<file path="config.mk">
export PLATFORM = sky130hd
export DESIGN_NAME = osc_sample_control
export DESIGN_NICKNAME = d
export VERILOG_FILES = /design/src/include/osc_pkg.sv /design/src/logic/osc_sample_control.sv
export SDC_FILE = /design/constraint.sdc
export NUM_CORES = 1
export LEC_CHECK = 0
export ABC_AREA = 1
export BUFFER_PORTS_ARGS = -buffer_cell sky130_fd_sc_hd__buf_2
export CAP_MARGIN = 20
export CORE_MARGIN = 2
export CORE_UTILIZATION = 49
export CTS_CLUSTER_SIZE = 12
export DETAILED_ROUTE_END_ITERATION = 10
export PLACE_DENSITY = 0.67
export SKIP_LAST_GASP = 1
export SYNTH_ARGS = -nofsm -noshare
export SYNTH_HDL_FRONTEND = slang
export SYNTH_SLANG_ARGS = --single-unit
</file>
<file path="constraint.sdc">
create_clock -name ref_clk -period 10.2 [get_ports ref_clk]
set_input_delay 1.02 -clock ref_clk [delete_from_list [all_inputs] [get_ports ref_clk]]
set_output_delay 1.02 -clock ref_clk [all_outputs]
set_load 0.05 [all_outputs]
</file>
<file path="src/include/osc_pkg.sv">
package osc_pkg;
  // =====================================================================
  // Register indices; each register is one word, so its byte address is four times the index.
  localparam logic [11:0] OSC_IDX_IRQ_STATUS = 12'h001;
  localparam logic [11:0] OSC_IDX_IRQ_ENABLE = 12'h002;
  localparam logic [11:0] OSC_IDX_SAMPLE_CFG = 12'h012;
  localparam logic [11:0] OSC_IDX_PROX_THRESH = 12'h014;
  localparam logic [11:0] OSC_IDX_FILTER_CFG = 12'h016;
  localparam logic [11:0] OSC_IDX_PILOT_CUR = 12'h029;
  // =====================================================================
  // Register byte addresses.
  localparam logic [11:0] OSC_ADDR_IRQ_STATUS = OSC_IDX_IRQ_STATUS << 2;
  localparam logic [11:0] OSC_ADDR_IRQ_ENABLE = OSC_IDX_IRQ_ENABLE << 2;
  localparam logic [11:0] OSC_ADDR_SAMPLE_CFG = OSC_IDX_SAMPLE_CFG << 2;
  localparam logic [11:0] OSC_ADDR_PROX_THRESH = OSC_IDX_PROX_THRESH << 2;
  localparam logic [11:0] OSC_ADDR_FILTER_CFG = OSC_IDX_FILTER_CFG << 2;
  localparam logic [11:0] OSC_ADDR_PILOT_CUR = OSC_IDX_PILOT_CUR << 2;
  localparam logic [11:0] OSC_ADDR_SLOT_SEQ = 12'h100;
  localparam logic [11:0] OSC_ADDR_CONTROL = 12'h104;
  localparam logic [11:0] OSC_ADDR_LED_DRIVE = 12'h108;
  localparam logic [11:0] OSC_ADDR_STATE = 12'h10C;
  // =====================================================================
  // Field positions.
  localparam int OSC_PROX_BIT = 4;
  localparam int OSC_PF_EN_BIT = 7;
  localparam int OSC_PREDICTION_ORDER_BIT = 6;
  localparam int OSC_PROX_SHIFT = 11;
  localparam logic [3:0] OSC_PIN_MODE_ONESHOT = 4'hA;
  localparam logic [3:0] OSC_SLOT_MUX_FIRST = 4'hA;
  localparam logic [3:0] OSC_SLOT_MUX_LAST = 4'hC;
  // =====================================================================
  // Reset values.
  localparam logic [7:0] OSC_RST_REG = 8'h00;
  localparam logic [7:0] OSC_RST_SLOTS = 8'h21;
  // =====================================================================
  // Timing, ref_clk at 10 MHz.
  localparam int OSC_CLK_HZ = 10_000_000;
  localparam int OSC_POWERUP_US = 20;
  localparam int OSC_EXPOSE_US = 60;
  localparam int OSC_POWERUP_CYC = (OSC_POWERUP_US * (OSC_CLK_HZ / 1_000_000));
  localparam int OSC_EXPOSE_CYC = (OSC_EXPOSE_US * (OSC_CLK_HZ / 1_000_000));
  localparam int OSC_PROX_SPS = 8;
  localparam int OSC_PROX_PERIOD_CYC = OSC_CLK_HZ / OSC_PROX_SPS;
  localparam int OSC_BASE_PERIOD_CYC = OSC_CLK_HZ / 25;

  typedef enum {OSC_IDLE, OSC_POWERUP, OSC_EXPOSE, OSC_CONVERT, OSC_PUSH, OSC_WAIT} osc_state_t;

  typedef struct packed {
    logic outlier_filter_enable;
    logic prediction_order;
    logic [1:0] tc;
    logic [1:0] init;
    logic [1:0] mult;
  } osc_filter_cfg_t;

  typedef struct packed {
    logic valid;
    logic [18:0] data;
  } osc_sample_t;
endpackage

</file>
<file path="src/logic/osc_sample_control.sv">
`timescale 1ns/1ns
// Overview of operation
// - In pin mode 1010 a sync falling edge starts power-up then one sample.
// - After the sample is pushed out, wait idle for the next sync pulse.
// - Mux select driven only in pin mode 1010: low during exposures of slots coded 0xA-0xC, else high.
// - Mux select released when no slot uses codes 0xA-0xC.
// - Sample period and exposure times come from internal counters.
// - First slot below threshold sets proximity flag and enters proximity mode.
// - Proximity mode uses pilot current, 8 sps and low-power mode.
// - Pilot measurement above threshold sets flag, returns to normal rate and drive.
// - Both proximity transitions happen without host action.
// - Proximity works only on first photodiode with no external mux.
// - In proximity mode only the first slot is exposed.
// - One threshold count equals 2048 conversion LSBs.
// - Outlier filter off after reset; enabled by bit 7 at 0x16.
// - Error is absolute conversion minus prediction; outlier when above threshold.
// - Prediction is previous value or linear fit over last four outputs.
// - Threshold is filtered error times 4, 8, 16 or 32.
// - Error IIR time constant 8-64 samples; initial value selectable.
// - Outliers are replaced by the prediction, others pass.
module osc_sample_control
  import osc_pkg::*;
#(
  parameter int POWERUP_CYC = OSC_POWERUP_CYC,
  parameter int EXPOSE_CYC = OSC_EXPOSE_CYC,
  parameter int PROX_PERIOD_CYC = OSC_PROX_PERIOD_CYC,
  parameter int BASE_PERIOD_CYC = OSC_BASE_PERIOD_CYC
) (
  // Clock and reset.
  input wire logic ref_clk,
  input wire logic resetn,
  // APB slave.
  input wire logic psel,
  input wire logic penable,
  input wire logic pwrite,
  input wire logic [11:0] paddr,
  input wire logic [31:0] pwdata,
  output logic [31:0] prdata,
  output logic pready,
  output logic pslverr,
  // Sync pin and mux select pin.
  input wire logic sync_input_pin,
  output logic mux_select_pin_o,
  output logic mux_select_pin_oe_n,
  // Converter result from the analog front end.
  input wire logic conv_valid,
  input wire logic [18:0] conv_data,
  input wire logic first_photodiode_input,
  // Front-end controls and sample output.
  output logic [7:0] led_current,
  output logic low_power,
  output logic [2:0] active_slot,
  output osc_sample_t sample_out
);
  // =====================================================================
  // Registers.
  logic [7:0] irq_status_r, irq_enable_r, sample_cfg_r, prox_thresh_r;
  logic [7:0] pilot_cur_r, led_drive_r, control_r;
  logic [23:0] slot_seq_r;
  osc_filter_cfg_t fcfg_r;
  logic prox_mode_r;
  osc_state_t state_r;
  logic [31:0] rdata_nxt;
  logic wr, rd_ok;
  logic prox_event;

  assign wr = psel && penable && pwrite;
  assign pready = 1'b1;

  function automatic logic slot_mux(input logic [3:0] c);
    slot_mux = (c >= OSC_SLOT_MUX_FIRST) && (c <= OSC_SLOT_MUX_LAST);
  endfunction

  always_comb begin
    rd_ok = 1'b1;
    rdata_nxt = 32'h0000_0000;
    unique case (paddr)
      OSC_ADDR_IRQ_STATUS: rdata_nxt[7:0] = irq_status_r;
      OSC_ADDR_IRQ_ENABLE: rdata_nxt[7:0] = irq_enable_r;
      OSC_ADDR_SAMPLE_CFG: rdata_nxt[7:0] = sample_cfg_r;
      OSC_ADDR_PROX_THRESH: rdata_nxt[7:0] = prox_thresh_r;
      OSC_ADDR_FILTER_CFG: rdata_nxt[7:0] = fcfg_r;
      OSC_ADDR_PILOT_CUR: rdata_nxt[7:0] = pilot_cur_r;
      OSC_ADDR_SLOT_SEQ: rdata_nxt[23:0] = slot_seq_r;
      OSC_ADDR_CONTROL: rdata_nxt[7:0] = control_r;
      OSC_ADDR_LED_DRIVE: rdata_nxt[7:0] = led_drive_r;
      OSC_ADDR_STATE: rdata_nxt[3:0] = {prox_mode_r, (state_r == OSC_IDLE), 2'b00};
      default: rd_ok = 1'b0;
    endcase
  end

  always_ff @(posedge ref_clk) begin
    if (!resetn) begin
      prdata <= 32'h0000_0000;
      pslverr <= 1'b0;
    end else begin
      prdata <= (psel && !penable && !pwrite) ? rdata_nxt : prdata;
      pslverr <= psel && !penable && !rd_ok;
    end
  end

  // Configuration writes; the status register reads and clears on write of one.
  always_ff @(posedge ref_clk) begin
    if (!resetn) begin
      irq_enable_r <= OSC_RST_REG;
      sample_cfg_r <= OSC_RST_REG;
      prox_thresh_r <= OSC_RST_REG;
      fcfg_r <= OSC_RST_REG;
      pilot_cur_r <= OSC_RST_REG;
      led_drive_r <= OSC_RST_REG;
      control_r <= OSC_RST_REG;
      slot_seq_r <= {16'h0000, OSC_RST_SLOTS};
    end else if (wr) begin
      unique case (paddr)
        OSC_ADDR_IRQ_ENABLE: irq_enable_r <= pwdata[7:0];
        OSC_ADDR_SAMPLE_CFG: sample_cfg_r <= pwdata[7:0];
        OSC_ADDR_PROX_THRESH: prox_thresh_r <= pwdata[7:0];
        OSC_ADDR_FILTER_CFG: fcfg_r <= pwdata[7:0];
        OSC_ADDR_PILOT_CUR: pilot_cur_r <= pwdata[7:0];
        OSC_ADDR_LED_DRIVE: led_drive_r <= pwdata[7:0];
        OSC_ADDR_CONTROL: control_r <= pwdata[7:0];
        OSC_ADDR_SLOT_SEQ: slot_seq_r <= pwdata[23:0];
        default: ;
      endcase
    end
  end

  // A new proximity event wins over a clear in the same cycle.
  always_ff @(posedge ref_clk) begin
    if (!resetn) begin
      irq_status_r <= OSC_RST_REG;
    end else begin
      for (int i = 0; i < 8; i++) begin
        if (i == OSC_PROX_BIT && prox_event) begin
          irq_status_r[i] <= 1'b1;
        end else if (wr && paddr == OSC_ADDR_IRQ_STATUS && pwdata[i]) begin
          irq_status_r[i] <= 1'b0;
        end
      end
    end
  end

  // =====================================================================
  // Sync pin synchroniser and sequencer.
  logic sync_s1_r, sync_s2_r, sync_s3_r;
  logic single_sample_sync, sync_fall;
  logic [31:0] cnt_r;
  logic [2:0] slot_r;
  logic [2:0] nslots;
  logic any_mux;

  always_ff @(posedge ref_clk) begin
    if (!resetn) begin
      sync_s1_r <= 1'b1;
      sync_s2_r <= 1'b1;
      sync_s3_r <= 1'b1;
    end else begin
      sync_s1_r <= sync_input_pin;
      sync_s2_r <= sync_s1_r;
      sync_s3_r <= sync_s2_r;
    end
  end

  assign single_sample_sync = (control_r[3:0] == OSC_PIN_MODE_ONESHOT);
  assign sync_fall = sync_s3_r && !sync_s2_r;

  // Active slot count: first zero code ends the sequence.
  always_comb begin
    nslots = 3'd6;
    for (int i = 5; i >= 0; i--) begin
      if (slot_seq_r[4*i +: 4] == 4'h0) begin
        nslots = 3'(i);
      end
    end
    any_mux = 1'b0;
    for (int i = 0; i < 6; i++) begin
      any_mux = any_mux || slot_mux(slot_seq_r[4*i +: 4]);
    end
  end

  logic sample_done;
  assign sample_done = (state_r == OSC_PUSH);

  always_ff @(posedge ref_clk) begin
    if (!resetn) begin
      state_r <= OSC_IDLE;
      cnt_r <= 32'h0000_0000;
      slot_r <= 3'd0;
    end else begin
      unique case (state_r)
        OSC_IDLE: begin
          slot_r <= 3'd0;
          cnt_r <= 32'h0000_0000;
          if (nslots != 3'd0 && (single_sample_sync ? sync_fall : 1'b1)) begin
            state_r <= OSC_POWERUP;
          end
        end
        OSC_POWERUP: begin
          cnt_r <= cnt_r + 32'd1;
          if (cnt_r == 32'(POWERUP_CYC - 1)) begin
            cnt_r <= 32'h0000_0000;
            state_r <= OSC_EXPOSE;
          end
        end
        OSC_EXPOSE: begin
          cnt_r <= cnt_r + 32'd1;
          if (cnt_r == 32'(EXPOSE_CYC - 1)) begin
            cnt_r <= 32'h0000_0000;
            state_r <= OSC_CONVERT;
          end
        end
        OSC_CONVERT: begin
          if (conv_valid) begin
            // A first-slot result that flips the proximity mode also ends the sample,
            // so the mode never sees a slot past the first.
            if (slot_r + 3'd1 >= nslots || prox_mode_r || prox_event) begin
              state_r <= OSC_PUSH;
            end else begin
              slot_r <= slot_r + 3'd1;
              state_r <= OSC_EXPOSE;
            end
          end
        end
        OSC_PUSH: begin
          cnt_r <= 32'h0000_0000;
          state_r <= single_sample_sync ? OSC_IDLE : OSC_WAIT;
        end
        OSC_WAIT: begin
          cnt_r <= cnt_r + 32'd1;
          if (cnt_r >= 32'(prox_mode_r ? PROX_PERIOD_CYC : BASE_PERIOD_CYC >> sample_cfg_r[2:0]))
          begin
            state_r <= OSC_IDLE;
          end
        end
      endcase
    end
  end

  // =====================================================================
  // Mux select and LED drive.
  logic [3:0] cur_code;
  assign cur_code = slot_seq_r[4*slot_r +: 4];

  always_ff @(posedge ref_clk) begin
    if (!resetn) begin
      mux_select_pin_o <= 1'b1;
      mux_select_pin_oe_n <= 1'b1;
      led_current <= 8'h00;
      low_power <= 1'b0;
      active_slot <= 3'd0;
    end else begin
      mux_select_pin_oe_n <= !(single_sample_sync && any_mux);
      mux_select_pin_o <= !((state_r == OSC_EXPOSE) && slot_mux(cur_code));
      led_current <= prox_mode_r && slot_r == 3'd0 ? pilot_cur_r : led_drive_r;
      low_power <= prox_mode_r;
      active_slot <= slot_r;
    end
  end

  // =====================================================================
  // Proximity detection on first-slot results.
  logic first_result, prox_ok, below, above;
  logic [18:0] prox_level;
  assign first_result = (state_r == OSC_CONVERT) && conv_valid && (slot_r == 3'd0);
  assign prox_ok = irq_enable_r[OSC_PROX_BIT] && first_photodiode_input &&
                   !slot_mux(slot_seq_r[3:0]);
  assign prox_level = 19'(prox_thresh_r) << OSC_PROX_SHIFT;
  assign below = conv_data < prox_level;
  // A result equal to the threshold changes the mode in neither direction.
  assign above = conv_data > prox_level;
  assign prox_event = first_result && prox_ok && (prox_mode_r ? above : below);

  always_ff @(posedge ref_clk) begin
    if (!resetn) begin
      prox_mode_r <= 1'b0;
    end else if (!irq_enable_r[OSC_PROX_BIT]) begin
      prox_mode_r <= 1'b0;
    end else if (prox_event) begin
      prox_mode_r <= !prox_mode_r;
    end
  end

  // =====================================================================
  // Outlier detect-and-replace filter on first-slot conversions.
  logic [18:0] hist_r [4];
  logic [22:0] lpf_r;
  logic pf_en_d_r, primed_r;
  logic [21:0] pred_w;
  logic [18:0] pred, err;
  logic [27:0] thresh;
  logic outlier;

  // Linear least-squares fit over four points, extrapolated one step.
  always_comb begin
    // The fit works out to h0 + (h1 - h3) / 2; pred_w holds twice that value.
    pred_w = 22'(2 * hist_r[0]) + 22'(hist_r[1]) - 22'(hist_r[3]);
    if (!fcfg_r.prediction_order) begin
      pred = hist_r[0];
    end else if (pred_w[21]) begin
      pred = 19'h00000;
    end else if (pred_w[20]) begin
      pred = 19'h7FFFF;
    end else begin
      pred = pred_w[19:1];
    end
    err = conv_data > pred ? conv_data - pred : pred - conv_data;
    // Wide enough for the largest multiplier, so a large filtered error cannot wrap.
    thresh = 28'(lpf_r) << (3'd2 + 3'(fcfg_r.mult));
    outlier = fcfg_r.outlier_filter_enable && primed_r && (28'(err) << 4) > thresh;
  end

  always_ff @(posedge ref_clk) begin
    if (!resetn) begin
      pf_en_d_r <= 1'b0;
      primed_r <= 1'b0;
      lpf_r <= 23'h0;
      for (int i = 0; i < 4; i++) hist_r[i] <= 19'h0;
    end else begin
      pf_en_d_r <= fcfg_r.outlier_filter_enable;
      if (fcfg_r.outlier_filter_enable && !pf_en_d_r) begin
        primed_r <= 1'b0;
        lpf_r <= 23'(fcfg_r.init) << 12;
      end else if (first_result && fcfg_r.outlier_filter_enable) begin
        primed_r <= 1'b1;
        // The filtered error is held scaled by 16; the step is 1/2^(3+tc). The priming
        // sample has no real prediction, so it leaves the initial value alone.
        if (primed_r) begin
          lpf_r <= lpf_r + 23'((25'(err) << 4) >> (3 + fcfg_r.tc)) -
                   23'(lpf_r >> (3 + fcfg_r.tc));
        end
        hist_r[0] <= !primed_r ? conv_data : (outlier ? pred : conv_data);
        for (int i = 1; i < 4; i++) hist_r[i] <= !primed_r ? conv_data : hist_r[i-1];
      end
    end
  end

  always_ff @(posedge ref_clk) begin
    if (!resetn) begin
      sample_out <= '0;
    end else begin
      sample_out.valid <= first_result || ((state_r == OSC_CONVERT) && conv_valid);
      sample_out.data <= (first_result && outlier) ? pred : conv_data;
    end
  end

  // =====================================================================
  // Assertions.
  prox_flag_a: assert property (@(posedge ref_clk) disable iff (!resetn)
    prox_event |=> irq_status_r[OSC_PROX_BIT]) else $error("proximity flag not set");
  mode_toggle_a: assert property (@(posedge ref_clk) disable iff (!resetn)
    prox_event && irq_enable_r[OSC_PROX_BIT] |=> prox_mode_r != $past(prox_mode_r))
    else $error("proximity mode did not change");
  oneshot_start_a: assert property (@(posedge ref_clk) disable iff (!resetn)
    state_r == OSC_IDLE && single_sample_sync && !sync_fall |=> state_r == OSC_IDLE)
    else $error("single_sample_sync started without sync");
  oneshot_wait_a: assert property (@(posedge ref_clk) disable iff (!resetn)
    state_r == OSC_PUSH && single_sample_sync |=> state_r == OSC_IDLE)
    else $error("single_sample_sync did not return idle");
  mux_release_a: assert property (@(posedge ref_clk) disable iff (!resetn)
    !any_mux |=> mux_select_pin_oe_n) else $error("mux pin driven without mux slot");
  mux_low_a: assert property (@(posedge ref_clk) disable iff (!resetn)
    state_r == OSC_EXPOSE && slot_mux(cur_code) |=> !mux_select_pin_o)
    else $error("mux select not low");
  prox_slot_a: assert property (@(posedge ref_clk) disable iff (!resetn)
    prox_mode_r |-> slot_r == 3'd0) else $error("slot past first in proximity");
  pf_off_a: assert property (@(posedge ref_clk) disable iff (!resetn)
    !fcfg_r.outlier_filter_enable && conv_valid |=> sample_out.data == $past(conv_data))
    else $error("disabled filter altered data");
  pf_replace_a: assert property (@(posedge ref_clk) disable iff (!resetn)
    first_result && outlier |=> sample_out.data == $past(pred))
    else $error("outlier not replaced");
  expose_len_a: assert property (@(posedge ref_clk) disable iff (!resetn)
    $rose(state_r == OSC_EXPOSE) |-> (state_r == OSC_EXPOSE) [*8])
    else $error("exposure ended early");
  prox_enter_c: cover property (@(posedge ref_clk) disable iff (!resetn) $rose(prox_mode_r));
  prox_leave_c: cover property (@(posedge ref_clk) disable iff (!resetn) $fell(prox_mode_r));
  oneshot_c: cover property (@(posedge ref_clk) disable iff (!resetn) single_sample_sync && sample_done);
  outlier_c: cover property (@(posedge ref_clk) disable iff (!resetn) first_result && outlier);
endmodule

</file>
==> results.toml <==
[status]
status = "finished clean"

[synth]
syn_inst = 2815
synth_top_area_share = 0.208
yosysTopAreaCell = "dfxtp_1"
ys_ff_latch = 283
ys_warn_count = 0
ys.flop_type = "dfxtp_1"
ys_types = 58
synth.area.top_cells = "dfxtp_1, edfxtp_1, nand2_1, ha_1, inv_1"
avgSynthCellArea_um2 = 7.08
synth.cell_area_um2 = 19900
async_flop_share = 0
ys_seq_area_frac = 0.322
synth_edf_count = 76

[worst_setup_path]
critPathKind = "flip-flop to flip-flop"
r2r_start = "hist_r[0][0]"
arrival_ns = 9.76
r2r_cells = 49
crit_start = "hist_r[0][0]"
start_kind = "flip-flop"
r2r_end = "lpf_r[22]"
worst-path-buf-inv = 6
rrSetupSlack_ns = 0.89
required_ns = 10.66
critical-path-max-stage-delay_ns = 0.60
endpoint_kind = "flip-flop"
worstPathMaxFanout = 22
cp_num_cells = 49
critPathTopFamily = "compound AO/OA/AOI/OAI gates"
critical_path.endpoint = "lpf_r[22]"
crit_top_cell = "nand2_1"
slowest_stage = "or4_4"

[power]
power.switching_mw = 1.13
p_per_area_nw_per_um2 = 153
fin_total_pwr_mw = 3.38
leakage_nw = 9.96
ir_drop_mv = 0.138
p_int_mw = 2.25
clkPwrFrac = 0.384
swShare = 0.334
p_seq_frac = 0.357
power_frac_comb = 0.259

[route]
via_count = 19000
wirelength_mm = 56.8
ant_nets = 0
firstDrtPassIters = 7
routedWlPerCell_um = 16.5
drt_iter0_drc = 1288
viasPerCell = 5.52
drc = 0

[clock_tree]
cts_tree = "done"
cts_htree_levels = 2
clk_pin_slew_ns = 0.07
insertion_delay_ns = 0.58
holdBufCountCts = 0
root_buffer = "clkbuf_16"
cts_buffers = 35
cts_buffer_depth = 3
cts_sinks = 283

[die]
io_pins = 139
die_area_um2 = 42300
die_y_um = 206
rows = 73
start_util = 0.499
die_w_um = 206
core_region_area_um2 = 39900

[timing]
slew_viol_final = 0
slew-limit-headroom = 0.285
final-setup-viol-count = 0
finalCritPeriodShare = 0.912
max_freq_mhz = 107
finClkSkew_ns = 0.0216
tightest_slew_ns = 1.07
final-hold-violation-count = 0
worst_slack_ns = 0.894
period_minus_slack_ns = 9.31

[placed_design]
port_buffers = 121
gp_congestion = 0.925
placed_cells = 3378
post-place-ws_ns = 0.546
dp_hpwl_mm = 42.9

[layout]
layout_common_cells = "nand2_1, inv_1, a21oi_1"
nets = 3140
syn2layout_area_growth_pct = 11.1
drive_gt1_frac = 0.0843
stdcell_count = 3443
utilization = 0.555
final_common_cell = "nand2_1"

[global_routing]
grt_pass1_wl_mm = 91.7
overflow = 0
gr-usage-all-layers = 0.269
antenna_found_initial = 5
grt_pass1_vias = 18000
grt_max_degree = 93

[run]
maxCapViolations = 0

[hold_path]
min_path_type = "flip-flop to flip-flop"
sequential cells by signal, indices dropped and copies added (netlist names), 20 cells and up:
register,count
cnt_r,32
hist_r,76
lpf_r,23
prdata,24
sample_out,20
slot_seq_r,24
cell usage after synthesis, drive strengths merged, types with 7 or more instances:
master	count
clkbuf	86
a22oi	13
o22ai	31
mux2i	15
nand2	491
xor2	44
inv	439
a21o	7
xnor2	12
buf	31
nor4	15
nor2	288
a211oi	21
nor3	32
nand3	80
dfxtp	207
edfxtp	76
fa	41
nand4	50
ha	137
a31oi	12
a21oi	311
o21ai	315
area by class of cell:
| cell class | count | area, µm² |
|---|---|---|
| diodes | 1 | 2.50 |
| clock buffers | 51 | 1040 |
| clock inverters | 12 | 153 |
| fillers | 3868 | 17800 |
| inverters | 443 | 1660 |
| multi-input cells | 1979 | 11400 |
| flip-flops and latches | 283 | 6430 |
| well taps | 525 | 657 |
| repair buffers | 149 | 818 |
stage by stage:
step	area (µm²)	TNS [ns]	hold WS, ns
after floorplan	20000	0	0.392
after CTS	22100	0	0.428
final	22200	0	0.422
after global placement	20900	0	0.401
after global routing	22200	-0.0162	0.432
after detailed placement	20900	0	0.415
power groups by stage:
stage	clock, mW	combinational, mW	sequential, mW
floorplan	0	0.630	1.25
global placement	0	0.843	1.23
detailed placement	0	0.859	1.23
CTS	1.32	0.865	1.21
global route	1.36	0.988	1.21
finish	1.30	0.875	1.21
per-layer routing:
| layer | part of all wire | vias to the layer above | global-route usage | wire (µm) |
|---|---|---|---|---|
| met4 | 0.031 | 8 | 0.0958 | 1740 |
| met3 | 0.059 | 120 | 0.0391 | 3360 |
| met1 | 0.44 | 8829 | 0.352 | 25300 |
| met2 | 0.46 | 578 | 0.451 | 26400 |
| met5 | 0.0010 | - | 0 | 57 |
| li1 | - | 9470 | - | - |
cell families after synthesis:
logic type,Yosys count,share of synthesized area
AND/OR/NAND/NOR,969,0.204
AO/OA/AOI/OAI,752,0.204
buffers and inverters,560,0.109
flip-flops,283,0.322
adder cells (fa/ha/maj),178,0.127
XOR/XNOR,56,0.0246
multiplexers,15,0.00753
other,2,0.000377
timing repair:
item,in CTS,in global routing
setup buffers,0,1
resized for setup,0,9
setup endpoints to repair,0,5
hold endpoints to repair,0,0
worst min path at each step:
| stage | start | cells after the start | slack (ns) | end |
|---|---|---|---|---|
| finish | sync_s1_r | 1 | 0.42 | sync_s2_r |
| global route | sync_s1_r | 1 | 0.43 | sync_s2_r |
| CTS | sync_s1_r | 1 | 0.43 | sync_s2_r |
| detailed placement | sync_s1_r | 1 | 0.41 | sync_s2_r |
| global placement | sync_s2_r | 2 | 0.40 | sync_s3_r |
| floorplan | sync_s2_r | 2 | 0.39 | sync_s3_r |
Note: power is estimated with default switching activity, not from simulation.
